==> src/pkg/serial_link_cfg_pkg.sv <==
// package for the serial link configuration register bank
// assumes a plain register port with 10-bit byte addresses and 8-bit data
package serial_link_cfg_pkg;
    localparam int          ADDR_W            = 10;
    localparam int          DATA_W            = 8;
    // register offsets
    localparam logic [9:0]  OFF_LINK_ENABLE   = 10'h200;
    localparam logic [9:0]  OFF_OUTPUT_MODE   = 10'h201;
    localparam logic [9:0]  OFF_FRAMES_PER_MF = 10'h202;
    localparam logic [9:0]  OFF_MANUAL_SYNC   = 10'h203;
    localparam logic [9:0]  OFF_LINK_CONTROL  = 10'h204;
    localparam logic [9:0]  OFF_TEST_PATTERN  = 10'h205;
    localparam logic [9:0]  OFF_DEVICE_ID     = 10'h206;
    localparam logic [9:0]  OFF_AUX_CONTROL   = 10'h210;
    localparam logic [9:0]  OFF_LINK_STATUS   = 10'h211;
    // reset values
    localparam logic [7:0]  RST_LINK_ENABLE   = 8'h01;
    localparam logic [4:0]  RST_OUTPUT_MODE   = 5'h02;
    localparam logic [4:0]  RST_FRAMES_PER_MF = 5'h1F;
    localparam logic        RST_MANUAL_SYNC   = 1'b1;
    localparam logic [1:0]  RST_SYNC_SEL      = 2'h0;
    localparam logic        RST_SAMPLE_FMT    = 1'b1;
    localparam logic        RST_SCRAMBLE      = 1'b0;
    localparam logic [3:0]  RST_TEST_PATTERN  = 4'h0;
    localparam logic [7:0]  RST_DEVICE_ID     = 8'h00;
    localparam logic [1:0]  RST_AUX_CONTROL   = 2'h0;
    // field positions in link control
    localparam int          POS_SCRAMBLE      = 0;
    localparam int          POS_SAMPLE_FMT    = 1;
    localparam int          POS_SYNC_SEL      = 2;
    // field positions in aux control
    localparam int          POS_CAL_EN        = 0;
    localparam int          POS_TS_RECV_EN    = 1;
    localparam logic [7:0]  READ_UNMAPPED     = 8'h00;
    localparam logic [4:0]  FIVE_BIT_ONE      = 5'h01;
    localparam logic [7:0]  DEVICE_ID_EVEN    = 8'hFE;
    localparam logic [7:0]  DEVICE_ID_STEP    = 8'h02;
    localparam logic        SYNC_IDLE_N       = 1'b1;

    typedef enum logic [1:0]
    {
        SYNC_FROM_SINGLE = 2'b00,
        SYNC_FROM_DIFF   = 2'b01,
        SYNC_FROM_SOFT   = 2'b10,
        SYNC_FROM_RSVD   = 2'b11
    } sync_source_e;

    typedef enum logic [3:0]
    {
        PAT_NORMAL     = 4'b0000,
        PAT_PRBS7      = 4'b0001,
        PAT_PRBS15     = 4'b0010,
        PAT_PRBS23     = 4'b0011,
        PAT_RAMP       = 4'b0100,
        PAT_TRANSPORT  = 4'b0101,
        PAT_D21_5      = 4'b0110,
        PAT_K28_5      = 4'b0111,
        PAT_REPEAT_ILA = 4'b1000,
        PAT_MOD_RPAT   = 4'b1001,
        PAT_HOLD_LOW   = 4'b1010,
        PAT_HOLD_HIGH  = 4'b1011
    } test_pattern_e;

    // configuration handed to the link logic
    typedef struct packed
    {
        logic [4:0]    output_mode_field;
        logic [4:0]    multiframe_length_minus_one;
        logic [5:0]    frames_per_multiframe;
        logic          sample_format_bit;
        logic          scrambler_enable;
        test_pattern_e test_pattern_field;
        logic          test_pattern_reserved;
        logic [7:0]    link_a_device_id;
        logic [7:0]    link_b_device_id;
    } link_config_s;
endpackage : serial_link_cfg_pkg

==> src/core/serial_link_config_regs.sv <==
// register bank configuring the serial output link
// assumes a synchronous single-clock register port and synchronous sync pins
// writes are never blocked: software keeps the link disabled while reprogramming
// o_config and the link controls trail the registers by one clock
// Behaviour
// five-bit output mode field, resets to 2
// software changes mode only when link, calibration off
// multiframe length holds frames minus one
// software programs frame counts legal for mode
// software alters link registers only while disabled
// sync select 0 uses single-ended sync input
// sync select 1 uses differential timestamp input
// sync select 2 uses software sync bit
// sample format: 0 offset binary, 1 twos
// control bit 0 enables scrambler, reset off
// patterns 0 normal, 1-3 PRBS7/15/23
// patterns 4-7 ramp, transport, D21.5, K28.5
// patterns 8-11 ILA, RPAT, low, high
// device ID sent in second alignment multiframe
// link A sends ID, link B ID+1
// device ID bit 0 ignored, reads zero
// software sync bit active low, resets high
// link disabled holds link block in reset
`timescale 1ns/1ps
`default_nettype none

module serial_link_config_regs
    import serial_link_cfg_pkg::*;
(
    input  wire logic              i_clk_sys,
    input  wire logic              i_reset_n,
    input  wire logic [ADDR_W-1:0] i_addr,
    input  wire logic [DATA_W-1:0] i_wdata,
    input  wire logic              i_write,
    input  wire logic              i_read,
    output var  logic [DATA_W-1:0] o_rdata,
    input  wire logic              i_single_ended_sync_n,
    input  wire logic              i_differential_timestamp_n,
    output var  logic              o_link_sync_request_n,
    output var  logic              o_link_reset,
    output var  logic              o_serializer_power_down,
    output var  logic              o_calibration_enable,
    output var  logic              o_timestamp_receiver_enable,
    output var  link_config_s      o_config
);

    //--------------------------------------------------------------
    // register storage
    //--------------------------------------------------------------
    logic          serial_interface_enable_reg;
    logic [4:0]    output_mode_field_reg;
    logic [4:0]    multiframe_length_minus_one_reg;
    logic          software_sync_request_reg;
    sync_source_e  sync_select_reg;
    logic          sample_format_bit_reg;
    logic          scrambler_enable_reg;
    logic [3:0]    test_pattern_field_reg;
    logic [7:0]    lane_alignment_device_id_reg;
    logic          calibration_enable_reg;
    logic          timestamp_receiver_enable_reg;
    logic          sync_selected_next;
    logic [DATA_W-1:0] rdata_next;

    // byte address match for a write
    function automatic logic hit(input logic [ADDR_W-1:0] a, input logic [ADDR_W-1:0] off);
        hit = (a == off);
    endfunction : hit

    // device id with bit zero cleared; used on write and on read-back
    function automatic logic [DATA_W-1:0] even_id(input logic [DATA_W-1:0] v);
        even_id = v & DEVICE_ID_EVEN;
    endfunction : even_id

    // frames per multiframe from the stored length, widened so 31 gives 32
    function automatic logic [5:0] frames_from_length(input logic [4:0] km);
        frames_from_length = {1'b0, km} + {1'b0, FIVE_BIT_ONE};
    endfunction : frames_from_length

    //--------------------------------------------------------------
    // register writes
    //--------------------------------------------------------------
    // enable and calibration
    // calibration and timestamp receiver enables sit in a block-local aux register
    always_ff @(posedge i_clk_sys)
    begin
        if (!i_reset_n)
        begin
            // link enabled out of reset
            serial_interface_enable_reg   <= RST_LINK_ENABLE[0];
            calibration_enable_reg        <= RST_AUX_CONTROL[POS_CAL_EN];
            timestamp_receiver_enable_reg <= RST_AUX_CONTROL[POS_TS_RECV_EN];
        end
        else if (i_write)
        begin
            if (hit(i_addr, OFF_LINK_ENABLE))
            begin
                // clearing this holds the link
                serial_interface_enable_reg <= i_wdata[0];
            end
            if (hit(i_addr, OFF_AUX_CONTROL))
            begin
                calibration_enable_reg        <= i_wdata[POS_CAL_EN];
                timestamp_receiver_enable_reg <= i_wdata[POS_TS_RECV_EN];
            end
        end
    end

    // output mode and multiframe length; caller keeps link disabled
    // reserved bits 7:5 are not stored, so they read back as zero
    always_ff @(posedge i_clk_sys)
    begin
        if (!i_reset_n)
        begin
            // mode reset value
            output_mode_field_reg           <= RST_OUTPUT_MODE;
            // default 32 frames
            multiframe_length_minus_one_reg <= RST_FRAMES_PER_MF;
        end
        else if (i_write)
        begin
            if (hit(i_addr, OFF_OUTPUT_MODE))
            begin
                // five-bit mode field
                output_mode_field_reg <= i_wdata[4:0];
            end
            if (hit(i_addr, OFF_FRAMES_PER_MF))
            begin
                // stored as frames minus one
                multiframe_length_minus_one_reg <= i_wdata[4:0];
            end
        end
    end

    // manual sync and link control
    // the software request is kept as written; it only acts with select 2
    always_ff @(posedge i_clk_sys)
    begin
        if (!i_reset_n)
        begin
            // deasserted at reset
            software_sync_request_reg <= RST_MANUAL_SYNC;
            sync_select_reg           <= sync_source_e'(RST_SYNC_SEL);
            // twos complement default
            sample_format_bit_reg     <= RST_SAMPLE_FMT;
            // scrambler off default
            scrambler_enable_reg      <= RST_SCRAMBLE;
        end
        else if (i_write)
        begin
            if (hit(i_addr, OFF_MANUAL_SYNC))
            begin
                // active-low request bit
                software_sync_request_reg <= i_wdata[0];
            end
            if (hit(i_addr, OFF_LINK_CONTROL))
            begin
                // source select
                sync_select_reg       <= sync_source_e'(i_wdata[POS_SYNC_SEL +: 2]);
                // sample format
                sample_format_bit_reg <= i_wdata[POS_SAMPLE_FMT];
                // scrambler switch
                scrambler_enable_reg  <= i_wdata[POS_SCRAMBLE];
            end
        end
    end

    // test pattern and device id
    // reserved pattern codes are stored so a read-back shows what was written
    always_ff @(posedge i_clk_sys)
    begin
        if (!i_reset_n)
        begin
            test_pattern_field_reg       <= RST_TEST_PATTERN;
            // id starts at zero
            lane_alignment_device_id_reg <= RST_DEVICE_ID;
        end
        else if (i_write)
        begin
            if (hit(i_addr, OFF_TEST_PATTERN))
            begin
                // pattern code
                test_pattern_field_reg <= i_wdata[3:0];
            end
            if (hit(i_addr, OFF_DEVICE_ID))
            begin
                // drop bit zero
                lane_alignment_device_id_reg <= even_id(i_wdata);
            end
        end
    end

    //--------------------------------------------------------------
    // sync source selection
    //--------------------------------------------------------------
    // reserved select keeps the request idle, so no stray resync starts
    always_comb
    begin
        case (sync_select_reg)
            // single-ended pin
            SYNC_FROM_SINGLE: sync_selected_next = i_single_ended_sync_n;
            // differential pin
            SYNC_FROM_DIFF:   sync_selected_next = i_differential_timestamp_n;
            // software bit only
            // active-low software request
            SYNC_FROM_SOFT:   sync_selected_next = software_sync_request_reg;
            default:          sync_selected_next = SYNC_IDLE_N;
        endcase
    end

    // registered sync request; idle while link held in reset
    // forcing idle while disabled keeps a stale pin level off the link
    always_ff @(posedge i_clk_sys)
    begin
        if (!i_reset_n)
            o_link_sync_request_n <= SYNC_IDLE_N;
        else
            o_link_sync_request_n <= serial_interface_enable_reg ? sync_selected_next
                                                                 : SYNC_IDLE_N;
    end

    //--------------------------------------------------------------
    // link control outputs
    //--------------------------------------------------------------
    // reset and power-down move together, one clock after the enable
    always_ff @(posedge i_clk_sys)
    begin
        if (!i_reset_n)
        begin
            o_link_reset                <= ~RST_LINK_ENABLE[0];
            o_serializer_power_down     <= ~RST_LINK_ENABLE[0];
            o_calibration_enable        <= RST_AUX_CONTROL[POS_CAL_EN];
            o_timestamp_receiver_enable <= RST_AUX_CONTROL[POS_TS_RECV_EN];
        end
        else
        begin
            // disable resets link
            o_link_reset                <= ~serial_interface_enable_reg;
            o_serializer_power_down     <= ~serial_interface_enable_reg;
            o_calibration_enable        <= calibration_enable_reg;
            o_timestamp_receiver_enable <= timestamp_receiver_enable_reg;
        end
    end

    // configuration bundle for the link logic
    // registered so the link logic sees every field change on one edge
    always_ff @(posedge i_clk_sys)
    begin
        if (!i_reset_n)
            o_config <= '0;
        else
        begin
            o_config.output_mode_field           <= output_mode_field_reg;
            o_config.multiframe_length_minus_one <= multiframe_length_minus_one_reg;
            // frames is field plus one
            o_config.frames_per_multiframe       <=
                frames_from_length(multiframe_length_minus_one_reg);
            // sample format select
            o_config.sample_format_bit           <= sample_format_bit_reg;
            // scrambler switch
            o_config.scrambler_enable            <= scrambler_enable_reg;
            // pattern select
            o_config.test_pattern_field          <= test_pattern_e'(test_pattern_field_reg);
            // codes 12 to 15 reserved
            o_config.test_pattern_reserved       <= (test_pattern_field_reg > PAT_HOLD_HIGH);
            // id for second multiframe
            o_config.link_a_device_id            <= lane_alignment_device_id_reg;
            // link b sends id plus one
            o_config.link_b_device_id            <= lane_alignment_device_id_reg + 8'h01;
        end
    end

    //--------------------------------------------------------------
    // register reads
    //--------------------------------------------------------------
    // reserved bits and unmapped addresses read as zero
    always_comb
    begin
        case (i_addr)
            OFF_LINK_ENABLE:   rdata_next = {7'h00, serial_interface_enable_reg};
            OFF_OUTPUT_MODE:   rdata_next = {3'h0, output_mode_field_reg};
            OFF_FRAMES_PER_MF: rdata_next = {3'h0, multiframe_length_minus_one_reg};
            OFF_MANUAL_SYNC:   rdata_next = {7'h00, software_sync_request_reg};
            OFF_LINK_CONTROL:  rdata_next = {4'h0, sync_select_reg,
                                             sample_format_bit_reg, scrambler_enable_reg};
            OFF_TEST_PATTERN:  rdata_next = {4'h0, test_pattern_field_reg};
            // bit zero reads zero
            OFF_DEVICE_ID:     rdata_next = even_id(lane_alignment_device_id_reg);
            OFF_AUX_CONTROL:   rdata_next = {6'h00, timestamp_receiver_enable_reg,
                                             calibration_enable_reg};
            OFF_LINK_STATUS:   rdata_next = {6'h00, o_link_sync_request_n, o_link_reset};
            default:           rdata_next = READ_UNMAPPED;
        endcase
    end

    // read data one cycle after the strobe, zero otherwise
    // zero outside the answer cycle keeps an or-ed read bus clean
    always_ff @(posedge i_clk_sys)
    begin
        if (!i_reset_n)
            o_rdata <= READ_UNMAPPED;
        else
            o_rdata <= i_read ? rdata_next : READ_UNMAPPED;
    end

endmodule : serial_link_config_regs
`default_nettype wire

==> config.mk <==
export PLATFORM = sky130hd
export DESIGN_NAME = serial_link_config_regs
export DESIGN_NICKNAME = d
export VERILOG_FILES = /design/src/pkg/serial_link_cfg_pkg.sv /design/src/core/serial_link_config_regs.sv
export SDC_FILE = /design/constraint.sdc
export NUM_CORES = 1
export LEC_CHECK = 0
export ABC_AREA = 1
export BUFFER_PORTS_ARGS = -buffer_cell sky130_fd_sc_hd__buf_2
export CAP_MARGIN = 15
export CELL_PAD_IN_SITES_DETAIL_PLACEMENT = 1
export CELL_PAD_IN_SITES_GLOBAL_PLACEMENT = 1
export CORE_ASPECT_RATIO = 0.6
export CORE_MARGIN = 2
export CORE_UTILIZATION = 34
export CTS_CLUSTER_SIZE = 24
export DETAILED_ROUTE_END_ITERATION = 8
export PLACE_DENSITY = 0.74
export SYNTH_ARGS = -nofsm -noshare
export SYNTH_HDL_FRONTEND = slang
export SYNTH_SLANG_ARGS = --single-unit
==> constraint.sdc <==
create_clock -name i_clk_sys -period 1 [get_ports i_clk_sys]
set_input_delay 0 -clock i_clk_sys [delete_from_list [all_inputs] [get_ports i_clk_sys]]
set_output_delay 0 -clock i_clk_sys [all_outputs]
set_load 0.01 [all_outputs]
==> results.yml <==
cells_and_area:
  antennaDiodeCount: 0
  largest_reg_flops: 31
  drive_gt1_share_pct: 34.4
  fin_cells: 609
  syn_to_final_growth_pct: 38.5
  fillers: 1067
  final_nets: 517
grt:
  grt_pass1_vias: 2891
  grt_pass1_wl_mm: 14.5
  antenna_found_initial: 0
  grt_max_degree: 30
  gr-usage-all-layers_pct: 19.6
  grt-ovfl-total: 0
drt:
  detail_route.vias_per_cell: 4.58
  drt_first_iter_violations: 145
  final_antenna_net_count: 0
  num_vias: 2792
  dr.pass1.iters: 4
  wl_per_cell_um: 14.8
  drcViolationCount: 0
  finalWirelength_mm: 9.03
clock_network:
  numCtsBuffers: 9
  cts_tree: "built"
  insertion_delay_ps: 340
  clk_pin_slew_ps: 60
  cts_sinks: 72
  clk_path_buf_depth: 2
  cts_max_level: 3
  cts_root_buf: "clkbuf_16"
die:
  ioPinCount: 76
  start_util_pct: 34.9
  die_y_um: 76.3
  die_area_um2: 9510
  die_w_um: 125
  rows: 26
  core_um2: 8490
sta:
  setup_viol: 1
  period_share_pct: 103
  setup_ws_ps: -29.5
  slew_viol_final: 0
  hold_ws_ps: 17.3
  clock_skew_ps: 6.64
  timing.final.hold_violations: 0
  period_needed_ps: 1030
  setup-tns-final_ps: -29.5
  fmax_mhz: 971
  rsz0062_at_grt: "true"
run_status:
  outcome: "complete, but fails checks"
  failed_checks: "setup timing"
placed_design:
  dp_cells: 582
  dp_hpwl_mm: 6.97
  port_buffers: 74
  globalplace.congestion: 0.925
setup_path:
  crit_path_start_kind: "register"
  crit_type: "reg -> reg"
  cp.arrival_ps: 1240
  crit_fanout: 3
  required_ps: 1220
  cp-end-kind: "register"
  ff2ff_path_depth: 7
synth:
  ys_seq_elements: 72
  yosys-top-cells-area: "dfxtp_1 (49%), nand2_1 (8.4%), inv_1 (8.0%)"
  yosysMostFrequentCell: "dfxtp_1"
  synth_area_um2: 2960
  synth-async-reset-ratio_pct: 0
  syn-num-nets: 406
  avgSynthCellArea_um2: 7.78
  ys_seq_area_share_pct: 48.6
  synth_ff_type: "dfxtp_1"
  synth.top_cell.area_share_pct: 48.6
  yosys_warnings: 0
  synth_cells: 381
  synth_edf_count: 0
  synthTopCellsByCount: "dfxtp_1 (72), nand2_1 (66), inv_1 (63)"
  yosysUniqueCellTypes: 25
  yosysTopAreaCell: "dfxtp_1"
power_and_ir_drop:
  ir_drop_v: 0.000909
  cellPowerDensity_nw_per_um2: 1640
  p_leak_nw: 2.17
worst_hold_path:
  hp-class: "in -> reg"
  min_path_cells: 3
job:
  drv_cap: 0
-- power by group --
part	internal [W]	switching (W)	total [W]
registers	0.00289	0.00000668	0.00289
logic	0.000151	0.000250	0.000401
clock network	0.00224	0.00120	0.00344
-- layer usage --
metal	wire length, um	GRT usage, %	vias up
li1	-	-	1406
met1	4470	25.7	1318
met2	4090	32.0	58
met3	373	5.27	10
met4	107	5.62	0
met5	0	0	-
-- cells in the final DEF (no fill, tap or decap), types with 3 or more instances in the layout --
master and n:
o21ai_0 17, nand2_2 8, nand2_1 65, nand4_1 8, buf_2 74, clkinv_2 3
nor2_1 33, dfxtp_1 69, o21ai_1 7, dlygate4sd3_1 7, a21oi_1 19, buf_4 34
o211ai_1 6, clkbuf_16 9, nor2_2 4, nor2_4 9, inv_1 59, nor3_1 3
inv_2 9, nand3_1 31
-- cell type report --
type                    count  area, um^2  area share, %
clock buffers              10         239           5.82
clock inverters             6        82.6           2.01
flip-flops and latches     72        1450           35.3
inverters                  68         255           6.22
multi-input cells         224        1200           29.3
repair buffers            117         736           17.9
well taps                 112         140           3.41
-- metrics by stage --
| stage | cell area, um^2 | setup WS [ps] | utilization [%] | total power (W) |
|---|---|---|---|---|
| floorplan | 2960 | 33.5 | - | 0.00314 |
| global placement | 3640 | -193 | 42.8 | 0.00332 |
| detailed placement | 3640 | -292 | 42.8 | 0.00333 |
| CTS | 4060 | -2.69 | 47.8 | 0.00679 |
| global route | 4110 | -154 | 48.4 | 0.00693 |
| finish | 4110 | -29.5 | 48.4 | 0.00674 |
-- cell families after synthesis --
family                     synth area share (%)
DFF                                        48.6
other                                     0.127
buffers and inverters                      12.1
AOI/OAI and AO/OA                          9.33
adders and majority gates                 0.422
and+or+nand+nor                            29.4
-- critical path, cell delays in order, from the launching register on --
cell     delay, ps
dfxtp_2        360
inv_2           50
nor3_2         180
inv_1           80
nor2_1          80
inv_1           60
nand2_1         70
a21oi_2         40
-- worst paths after layout --
path	slack (ps)	end	from
worst max-delay path	-30	o_config[26]	multiframe_length_minus_one_reg[2]
worst min-delay path	20	o_config[31]	i_reset_n
worst max register to register	-30	o_config[26]	multiframe_length_minus_one_reg[2]
worst min register to register	450	o_config[2]	lane_alignment_device_id_reg[2]
-- repair_timing --
item                                   4_1_cts  5_1_grt
pin swaps                                    3        5
hold buffers                                 7        0
resized for setup                           10        8
setup endpoints to repair                    4        8
endpoints found under the hold margin        7        0
buffers inserted                             2        2
Power figures use the tool's default switching activity.
